--- src/hdl/ccsr_pkg.sv ---
package ccsr_pkg;
  // Number of clock domains and how many of them sit in the isolated area
  localparam int CCSR_NDOM = 4;
  localparam int CCSR_NISO = 2;
  // Register byte offsets on the software port
  localparam logic [7:0] CCSR_OFS_MAIN_OSC = 8'h00;
  localparam logic [7:0] CCSR_OFS_FAST_RC = 8'h04;
  localparam logic [7:0] CCSR_OFS_PLL = 8'h08;
  localparam logic [7:0] CCSR_OFS_STATUS = 8'h0c;
  localparam logic [7:0] CCSR_OFS_SEL0 = 8'h10;
  localparam logic [7:0] CCSR_SEL_STEP = 8'h04;
  // Generator control fields
  localparam int CCSR_B_EN_TRG = 0;
  localparam int CCSR_B_DIS_TRG = 1;
  localparam int CCSR_B_STPMK = 2;
  localparam int CCSR_B_RUN = 3;
  // Selector fields
  localparam int CCSR_SEL_W = 3;
  localparam int CCSR_B_SEL_STPMK = 3;
  localparam int CCSR_B_SEL_RUN = 4;
  // Status fields
  localparam int CCSR_B_ST_SLOW = 0;
  localparam int CCSR_B_ST_FAST = 1;
  localparam int CCSR_B_ST_MAIN = 2;
  localparam int CCSR_B_ST_PLL = 3;
  localparam int CCSR_B_ST_GAIN = 4;
  // Reset values
  localparam logic CCSR_RST_MAIN_EN = 1'b0;
  localparam logic CCSR_RST_FAST_EN = 1'b1;
  localparam logic CCSR_RST_PLL_EN = 1'b0;
  localparam logic CCSR_RST_MASK = 1'b0;
  localparam logic [31:0] CCSR_RD_ZERO = 32'h0000_0000;

  // Selector sources; divided codes are prescaler outputs, crystal is never divided
  typedef enum logic [CCSR_SEL_W-1:0] {
    CCSR_SRC_FAST_RC = 3'b000,
    CCSR_SRC_FAST_RC_DIV = 3'b001,
    CCSR_SRC_SLOW_RC = 3'b010,
    CCSR_SRC_SLOW_RC_DIV = 3'b011,
    CCSR_SRC_CRYSTAL = 3'b100,
    CCSR_SRC_PLL = 3'b101,
    CCSR_SRC_PLL_DIV = 3'b110
  } ccsr_src_t;
  localparam ccsr_src_t CCSR_SRC_DEFAULT = CCSR_SRC_FAST_RC;

  // Generator control bits kept per generator
  typedef struct packed {
    logic en;
    logic mask;
  } ccsr_gen_t;

  // Per-domain selector state
  typedef struct packed {
    ccsr_src_t src;
    logic mask;
    logic run;
    logic clk;
  } ccsr_dom_t;
endpackage

--- src/hdl/ccsr_if.sv ---
`timescale 1ns/100ps
interface ccsr_if;
  logic power_up_reset; // Power-up reset level
  logic system_reset; // Any reset source level
  logic ext_reset; // External reset pin level
  logic standby_stop_request; // Stop request level
  logic deep_power_down_mode_wakeup_reset; // Deep-stop wake-up pulse
  logic wakeup_osc_start; // Crystal start on wake-up pulse
  logic main_osc_active; // Crystal running, back to stand-by side

  modport dev (
    input power_up_reset, system_reset, ext_reset, standby_stop_request,
    input deep_power_down_mode_wakeup_reset, wakeup_osc_start,
    output main_osc_active
  );
  modport ctl (
    output power_up_reset, system_reset, ext_reset, standby_stop_request,
    output deep_power_down_mode_wakeup_reset, wakeup_osc_start,
    input main_osc_active
  );
endinterface

--- src/hdl/ccsr_ctrl.sv ---
`timescale 1ns/100ps
module ccsr_ctrl #(
  parameter logic [ccsr_pkg::CCSR_NDOM-1:0] HAS_STPMK = 4'b0111 // Selectors with a stop mask
) (
  input wire logic clk, // System clock
  input wire logic reset_n, // Synchronous reset, active low
  input wire logic ce, // Clock enable, freezes state when low
  ccsr_if.dev bus, // Reset and stand-by control signals
  input wire logic [7:0] addr, // Register byte address
  input wire logic [31:0] wdata, // Write data
  input wire logic wr, // Write strobe
  input wire logic rd, // Read strobe
  output logic [31:0] rdata, // Read data, cycle after strobe
  output logic slow_rc_run, // Slow RC oscillator enable
  output logic fast_rc_run, // Fast RC oscillator enable
  output logic main_osc_run, // Crystal oscillator enable
  output logic main_osc_gain_max, // Crystal amplifier at full gain
  output logic pll_run, // PLL enable
  output logic pll_reference_input, // Crystal clock offered as PLL reference
  output ccsr_pkg::ccsr_src_t domain_src [ccsr_pkg::CCSR_NDOM], // Chosen source per domain
  output logic [ccsr_pkg::CCSR_NDOM-1:0] domain_clock // Domain clocks
);
  import ccsr_pkg::*;

  typedef struct packed {
    ccsr_gen_t main;
    ccsr_gen_t fast;
    ccsr_gen_t pll;
    ccsr_dom_t [CCSR_NDOM-1:0] dom;
    logic [31:0] rdata;
  } ccsr_ctrl_st_t;

  ccsr_ctrl_st_t s_q, s_d;
  logic stop; // Stop request as seen by the generators
  logic main_on, fast_on, pll_on; // Generator outputs running
  logic [CCSR_NDOM-1:0] src_ok; // Selected source running
  logic [CCSR_NDOM-1:0] want_run; // Domain should be clocking

  // Stop request goes to crystal, fast RC and PLL, deep-stop included; slow RC ignores it
  assign stop = bus.standby_stop_request;

  // Enable bits are untouched by stand-by, so an unmasked stop only pauses
  // the generator and it resumes on wake-up when enabled; deep-stop wake-up clears the PLL enable, wake-up crystal start sets the crystal enable.
  always_comb begin
    main_on = s_q.main.en & ~(stop & ~s_q.main.mask);
    fast_on = s_q.fast.en & ~(stop & ~s_q.fast.mask);
    // PLL needs the crystal as its reference
    pll_on = s_q.pll.en & main_on & ~(stop & ~s_q.pll.mask);
  end

  // Source availability and stop decision per selector
  generate
    for (genvar i = 0; i < CCSR_NDOM; i++) begin : g_avail
      always_comb begin
        unique case (s_q.dom[i].src)
          CCSR_SRC_FAST_RC, CCSR_SRC_FAST_RC_DIV: src_ok[i] = fast_on;
          CCSR_SRC_SLOW_RC, CCSR_SRC_SLOW_RC_DIV: src_ok[i] = 1'b1;
          CCSR_SRC_CRYSTAL: src_ok[i] = main_on;
          CCSR_SRC_PLL, CCSR_SRC_PLL_DIV: src_ok[i] = pll_on;
          default: src_ok[i] = 1'b0;
        endcase
        // Mask absent: stop request has no effect
        if (HAS_STPMK[i]) begin
          want_run[i] = src_ok[i] & ~(stop & ~s_q.dom[i].mask);
        end else begin
          want_run[i] = src_ok[i];
        end
      end
    end
  endgenerate

  // Next state: software port, wake-up events, domain clock phases
  always_comb begin
    logic [31:0] rd_v;
    logic [7:0] sel_ofs;
    rd_v = CCSR_RD_ZERO;
    sel_ofs = 8'h00;
    s_d = s_q;

    // Software writes to generator control
    if (wr) begin
      unique case (addr)
        CCSR_OFS_MAIN_OSC: begin
          if (wdata[CCSR_B_EN_TRG]) s_d.main.en = 1'b1;
          if (wdata[CCSR_B_DIS_TRG]) s_d.main.en = 1'b0;
          s_d.main.mask = wdata[CCSR_B_STPMK];
        end
        CCSR_OFS_FAST_RC: begin
          if (wdata[CCSR_B_EN_TRG]) s_d.fast.en = 1'b1;
          if (wdata[CCSR_B_DIS_TRG]) s_d.fast.en = 1'b0;
          s_d.fast.mask = wdata[CCSR_B_STPMK];
        end
        CCSR_OFS_PLL: begin
          if (wdata[CCSR_B_EN_TRG]) s_d.pll.en = 1'b1;
          if (wdata[CCSR_B_DIS_TRG]) s_d.pll.en = 1'b0;
          s_d.pll.mask = wdata[CCSR_B_STPMK];
        end
        default: begin
          // Selector registers; unknown source codes are refused
          for (int i = 0; i < CCSR_NDOM; i++) begin
            sel_ofs = CCSR_OFS_SEL0 + 8'(i * CCSR_SEL_STEP);
            if (addr == sel_ofs) begin
              if (wdata[CCSR_SEL_W-1:0] != {CCSR_SEL_W{1'b1}}) begin
                s_d.dom[i].src = ccsr_src_t'(wdata[CCSR_SEL_W-1:0]);
              end
              s_d.dom[i].mask = wdata[CCSR_B_SEL_STPMK] & HAS_STPMK[i];
            end
          end
        end
      endcase
    end

    // Wake-up start wins over a same-cycle software disable
    if (bus.wakeup_osc_start) begin
      s_d.main.en = 1'b1;
    end

    // Deep-stop wake-up: PLL and isolated selectors come back at reset values
    if (bus.deep_power_down_mode_wakeup_reset) begin
      s_d.pll.en = CCSR_RST_PLL_EN;
      s_d.pll.mask = CCSR_RST_MASK;
      for (int i = 0; i < CCSR_NISO; i++) begin
        s_d.dom[i].src = CCSR_SRC_DEFAULT;
        s_d.dom[i].mask = CCSR_RST_MASK;
      end
    end

    // Stop only after a full high phase, start only from low: no runt pulses
    for (int i = 0; i < CCSR_NDOM; i++) begin
      if (s_q.dom[i].run) begin
        s_d.dom[i].clk = ~s_q.dom[i].clk;
        if (!want_run[i] && s_q.dom[i].clk) begin
          s_d.dom[i].run = 1'b0;
          s_d.dom[i].clk = 1'b0;
        end
      end else begin
        s_d.dom[i].clk = 1'b0;
        s_d.dom[i].run = want_run[i];
      end
    end

    // System reset: PLL and every selector back to defaults
    if (bus.system_reset) begin
      s_d.pll.en = CCSR_RST_PLL_EN;
      s_d.pll.mask = CCSR_RST_MASK;
      for (int i = 0; i < CCSR_NDOM; i++) begin
        s_d.dom[i].src = CCSR_SRC_DEFAULT;
        s_d.dom[i].mask = CCSR_RST_MASK;
      end
    end

    // Only power-up reset touches crystal and fast RC; fast RC restarts
    if (bus.power_up_reset) begin
      s_d.main.en = CCSR_RST_MAIN_EN;
      s_d.main.mask = CCSR_RST_MASK;
      s_d.fast.en = CCSR_RST_FAST_EN;
      s_d.fast.mask = CCSR_RST_MASK;
    end

    // Read data, valid the cycle after the strobe
    if (rd) begin
      unique case (addr)
        CCSR_OFS_MAIN_OSC: begin
          rd_v[CCSR_B_EN_TRG] = s_q.main.en;
          rd_v[CCSR_B_STPMK] = s_q.main.mask;
          rd_v[CCSR_B_RUN] = main_on;
        end
        CCSR_OFS_FAST_RC: begin
          rd_v[CCSR_B_EN_TRG] = s_q.fast.en;
          rd_v[CCSR_B_STPMK] = s_q.fast.mask;
          rd_v[CCSR_B_RUN] = fast_on;
        end
        CCSR_OFS_PLL: begin
          rd_v[CCSR_B_EN_TRG] = s_q.pll.en;
          rd_v[CCSR_B_STPMK] = s_q.pll.mask;
          rd_v[CCSR_B_RUN] = pll_on;
        end
        CCSR_OFS_STATUS: begin
          rd_v[CCSR_B_ST_SLOW] = 1'b1;
          rd_v[CCSR_B_ST_FAST] = fast_on;
          rd_v[CCSR_B_ST_MAIN] = main_on;
          rd_v[CCSR_B_ST_PLL] = pll_on;
          rd_v[CCSR_B_ST_GAIN] = bus.ext_reset;
        end
        default: begin
          for (int i = 0; i < CCSR_NDOM; i++) begin
            sel_ofs = CCSR_OFS_SEL0 + 8'(i * CCSR_SEL_STEP);
            if (addr == sel_ofs) begin
              rd_v[CCSR_SEL_W-1:0] = s_q.dom[i].src;
              rd_v[CCSR_B_SEL_STPMK] = s_q.dom[i].mask;
              rd_v[CCSR_B_SEL_RUN] = s_q.dom[i].run;
            end
          end
        end
      endcase
    end
    s_d.rdata = rd_v;
  end

  // State register; software reset mirrors power-up defaults
  always_ff @(posedge clk) begin
    if (!reset_n) begin
      s_q.main <= '{en: CCSR_RST_MAIN_EN, mask: CCSR_RST_MASK};
      s_q.fast <= '{en: CCSR_RST_FAST_EN, mask: CCSR_RST_MASK};
      s_q.pll <= '{en: CCSR_RST_PLL_EN, mask: CCSR_RST_MASK};
      for (int i = 0; i < CCSR_NDOM; i++) begin
        s_q.dom[i] <= '{src: CCSR_SRC_DEFAULT, mask: CCSR_RST_MASK, run: 1'b0, clk: 1'b0};
      end
      s_q.rdata <= CCSR_RD_ZERO;
    end else if (ce) begin
      s_q <= s_d;
    end
  end

  // Generator controls; external reset keeps crystal up at full gain
  assign slow_rc_run = 1'b1;
  assign fast_rc_run = fast_on;
  assign main_osc_run = main_on | bus.ext_reset;
  assign main_osc_gain_max = bus.ext_reset;
  assign pll_run = pll_on;
  assign pll_reference_input = main_osc_run;
  assign bus.main_osc_active = main_on;
  assign rdata = s_q.rdata;

  generate
    for (genvar i = 0; i < CCSR_NDOM; i++) begin : g_out
      assign domain_src[i] = s_q.dom[i].src;
      assign domain_clock[i] = s_q.dom[i].clk;
    end
  endgenerate
endmodule

--- src/flat_wrapper.sv ---
// flat-port wrapper written by rule: the top's interface ports become plain ports
module ccsr_ctrl_flat import ccsr_pkg::*;
#(
  parameter logic [ccsr_pkg::CCSR_NDOM-1:0] HAS_STPMK = 4'b0111                              
)
  (clk, reset_n, ce, addr, wdata, wr, rd, rdata, slow_rc_run, fast_rc_run, main_osc_run, main_osc_gain_max, pll_run, pll_reference_input, domain_src, domain_clock, bus_power_up_reset, bus_system_reset, bus_ext_reset, bus_standby_stop_request, bus_deep_power_down_mode_wakeup_reset, bus_wakeup_osc_start, bus_main_osc_active);
  ccsr_if bus_i ();
  input wire logic clk;
  input wire logic reset_n;
  input wire logic ce;
  input wire logic [7:0] addr;
  input wire logic [31:0] wdata;
  input wire logic wr;
  input wire logic rd;
  output logic [31:0] rdata;
  output logic slow_rc_run;
  output logic fast_rc_run;
  output logic main_osc_run;
  output logic main_osc_gain_max;
  output logic pll_run;
  output logic pll_reference_input;
  output ccsr_pkg::ccsr_src_t domain_src[ccsr_pkg::CCSR_NDOM];
  output logic [ccsr_pkg::CCSR_NDOM-1:0] domain_clock;
  input wire logic [$bits(bus_i.power_up_reset)-1:0] bus_power_up_reset;
  input wire logic [$bits(bus_i.system_reset)-1:0] bus_system_reset;
  input wire logic [$bits(bus_i.ext_reset)-1:0] bus_ext_reset;
  input wire logic [$bits(bus_i.standby_stop_request)-1:0] bus_standby_stop_request;
  input wire logic [$bits(bus_i.deep_power_down_mode_wakeup_reset)-1:0] bus_deep_power_down_mode_wakeup_reset;
  input wire logic [$bits(bus_i.wakeup_osc_start)-1:0] bus_wakeup_osc_start;
  output wire logic [$bits(bus_i.main_osc_active)-1:0] bus_main_osc_active;
  assign bus_i.power_up_reset = bus_power_up_reset;
  assign bus_i.system_reset = bus_system_reset;
  assign bus_i.ext_reset = bus_ext_reset;
  assign bus_i.standby_stop_request = bus_standby_stop_request;
  assign bus_i.deep_power_down_mode_wakeup_reset = bus_deep_power_down_mode_wakeup_reset;
  assign bus_i.wakeup_osc_start = bus_wakeup_osc_start;
  assign bus_main_osc_active = bus_i.main_osc_active;
  ccsr_ctrl #(.HAS_STPMK(HAS_STPMK)) u_core (.clk(clk), .reset_n(reset_n), .ce(ce), .bus(bus_i), .addr(addr), .wdata(wdata), .wr(wr), .rd(rd), .rdata(rdata), .slow_rc_run(slow_rc_run), .fast_rc_run(fast_rc_run), .main_osc_run(main_osc_run), .main_osc_gain_max(main_osc_gain_max), .pll_run(pll_run), .pll_reference_input(pll_reference_input), .domain_src(domain_src), .domain_clock(domain_clock));
endmodule
--- config.mk ---
export PLATFORM = sky130hd
export DESIGN_NAME = ccsr_ctrl_flat
export DESIGN_NICKNAME = d
export VERILOG_FILES = /design/src/hdl/ccsr_pkg.sv /design/src/hdl/ccsr_if.sv /design/src/hdl/ccsr_ctrl.sv /design/src/flat_wrapper.sv
export SDC_FILE = /design/constraint.sdc
export NUM_CORES = 1
export LEC_CHECK = 0
export ABC_AREA = 1
export BUFFER_PORTS_ARGS = -buffer_cell sky130_fd_sc_hd__buf_2
export CORE_ASPECT_RATIO = 1.5
export CORE_MARGIN = 4
export CORE_UTILIZATION = 50
export DETAILED_ROUTE_END_ITERATION = 16
export PLACE_DENSITY_LB_ADDON = 0.2
export SETUP_SLACK_MARGIN = 0.1
export SYNTH_ARGS = -nofsm -noshare
export SYNTH_HDL_FRONTEND = slang
export SYNTH_SLANG_ARGS = --single-unit
--- constraint.sdc ---
create_clock -name clk -period 1.8 [get_ports clk]
set_input_delay 0.27 -clock clk [delete_from_list [all_inputs] [get_ports clk]]
set_output_delay 0.27 -clock clk [all_outputs]
set_load 0.02 [all_outputs]
==> flow_summary.toml <==
[global_routing]
grt_pass1_wl_um = 10360
busiest_layer = "met2"
grt_overflow = 0
grt_max_degree = 23
grt_util_met3_pct = 4.048
grt_pass1_vias = 2243
use_met1_pct = 24.61
grt_usage_pct = 21.60
antenna_found_initial = 0
use_met2_pct = 38.46

[logic_synthesis]
synth_area_leader_cell = "dfxtp_1"
muxShareOfSynthArea_pct = 0
yosysSeqAreaShare_pct = 27.35
synth_xor_area_share_pct = 0
avgSynthCellArea_um2 = 6.414
yosysWarnings = 0
ys_seq_elements = 34
synth_fa_ha_area_share_pct = 0
synth_simple_gate_area_share_pct = 33.74
synth_cell_types = 28
syn_area_um2 = 2489
yosysTopAreaCellShare_pct = 27.35
synth_area_leaders = "dfxtp_1 (27%), buf_4 (15%), nand2_1 (12%)"
synth_top_family_by_area = "simple AND/OR/NAND/NOR gates"
synth_cells = 388
synth_compound_area_share_pct = 16.19

[cts]
cts_buffers = 5
clk-insertion-delay-late_ns = 0.30
htreeDepth = 2
clkTransAtPathRegs_ns = 0.07
holdBufCountCts = 0
cts_buffer_depth = 2
post_cts_buffers = 0
root_buffer = "clkbuf_8"
cts_tree = "done"
cts_sinks = 34
cts_resized = 0

[worst_setup_path]
reg2reg_to = "u_core.rdata[3]"
cp.arrival_ns = 1.39
timing.setup.critical_path_class = "register to output pin"
max_stage_delay_ns = 0.34
startpoint_type = "register"
required_ns = 1.53
reg2reg_slack_ns = 0.49
critical_path.slowest_cell = "dfxtp_1"
r2r_cells = 8
reg2reg_from = "u_core.s_q[61]"
crit_top_cell = "inv_1"
crit_chain = "inv_1 > a21oi_4 > inv_1 > nor2_1 > buf_2"
endpoint_kind = "output pin"
crit_path_max_fanout = 6
critPathBufInv = 3
critPathTopFamily = "buffers and inverters"

[sta]
period_minus_slack_ns = 1.659
slew_headroom_pct = 48.28
report.final.slew_viol_count = 0
worst-slew-pin-transition_ns = 0.7749
fin_tns_setup_ns = 0
setup_slack_ns = 0.1409
fmax_mhz = 602.7
rsz0062_at_grt = "no"
final-hold-violation-count = 0
finClkSkew_ns = 0.007360
post-route-period-util_pct = 92.17
setup_viol = 0

[floorplanning]
start_util_pct = 51.74
die_h_um = 94.41
die-area_um2 = 6193
num_io_pins = 106
fp.dieW_um = 65.61
coreArea_um2 = 4810
row_count = 31

[worst_hold_path]
hold_path_depth = 3
holdCritStartpoint = "bus_power_up_reset"
min_to = "u_core.s_q[59]"
min_path_type = "input port to register"

[route]
vias = 2431
drt_iter0_drc = 94
ant_nets = 0
viasPerCell = 5.002
wl_um = 6385
drt_pass1_iterations = 4
wl_per_cell_um = 13.14
drc = 0

[status]
outcome = "finished clean"

[power_and_ir_drop]
ir_worst_vdd_uv = 404.4
p_leak_nw = 1.280
p_seq_share_pct = 45.0
combPwrFrac_pct = 21.6
swShare_pct = 33.28
p_clk_share_pct = 33.4
p_int_mw = 1.208
p_sw_uw = 602.6
power_density_nw_per_um2 = 681.3
power_mw = 1.811

[final_layout]
fin_nets = 470
area_growth_syn_to_layout_pct = 6.787
diodes = 0
final_util_pct = 55.25
drive_gt1_share_pct = 22.14
fin_area_um2 = 2658

[placement]
place.port_buffers = 49
post-place-ws_ns = 0.2310
dpl_cell_area_um2 = 2555
place.gp.congestion = 0.9199
hpwl_um = 4958

[job]
maxCapViolations = 0
-- area by class of cell --
type                            count  area, µm²
Timing Repair Buffer               56      297.8
Fill cell                         536       2152
Sequential cell                    34      680.7
Clock inverter                      2      12.51
Inverter                           39      146.4
Multi-Input combinational cell    283       1355
Clock buffer                        6      82.58
Tap cell                           66      82.58
-- cells in the mapped netlist (all sizes together) --
cell type / count
a211oi: 4
a21oi: 36
a31oi: 1
buf: 53
clkbuf: 5
conb: 2
dfxtp: 34
inv: 39
nand2: 82
nand3: 41
nand4: 3
nor2: 51
nor3: 4
o211ai: 1
o21ai: 29
o22ai: 1
o31ai: 1
or2: 1
-- placed cells by master, fill, tap and decap left out, types with 4 or more instances in the layout --
master and instances:
nand2_2 4, clkbuf_8 6, inv_1 33, nand2_1 78
conb_1 28, a21oi_1 35, inv_2 6, nand3_1 38
buf_2 49, nor2_4 8, buf_4 7, o21ai_0 16
nor3_1 4, o21ai_1 10, dfxtp_1 34, nor2_1 41
-- stage by stage --
| stage | hold slack, ns | instances |
|---|---|---|
| 6_report | 0.3154 | 486 |
| 5_1_grt | 0.3684 | 486 |
| 4_1_cts | 0.3183 | 486 |
| 3_5_place_dp | 0.4534 | 478 |
| 3_3_place_gp | 0.4506 | 478 |
| 2_1_floorplan | 0.4084 | 414 |
-- worst min-delay path, delay by kind of cell --
family	cells	cell delay, ns
buffers and inverters	1	0.14
AOI/OAI and AO/OA	2	0.16
-- sequential cells by signal, indices dropped and copies added (netlist names) --
name,count
u_core.rdata,5
u_core.domain_clock,4
u_core.s_q,13
u_core.domain_src,12
-- per-layer routing --
layer,share of wire (%),up-vias
met5,0,-
met4,2.0,0
met3,6.0,11
met2,52,74
met1,40,1099
li1,-,1247
-- worst max path at each step --
stage                          start                   end  slack, ns  depth (start not counted)
floorplan             u_core.s_q[60]       u_core.rdata[3]       0.25                          8
global placement    bus_system_reset  u_core.domain_src[5]       0.25                          8
detailed placement  bus_system_reset  u_core.domain_src[5]       0.23                          8
CTS                   u_core.s_q[60]               pll_run       0.13                          5
global route          u_core.s_q[60]               pll_run       0.12                          5
finish                u_core.s_q[61]               pll_run       0.14                          5
-- cells by family (layout without fill, tap and decap cells) --
group | after synthesis | in the layout
buffers and inverters | 97 | 103
AND/OR/NAND/NOR | 182 | 182
flip-flops | 34 | 34
AO/OA/AOI/OAI | 73 | 73
other | 2 | 28
-- power by group through the flow --
stage               combinational [mW]  clock (mW)  sequential (mW)
finish                           0.392       0.604            0.815
global route                     0.434       0.652            0.819
global placement                 0.380           0            0.831
CTS                              0.388       0.617            0.814
detailed placement               0.386           0            0.832
floorplan                        0.343           0            0.824
(Power assumes the default switching activity.)
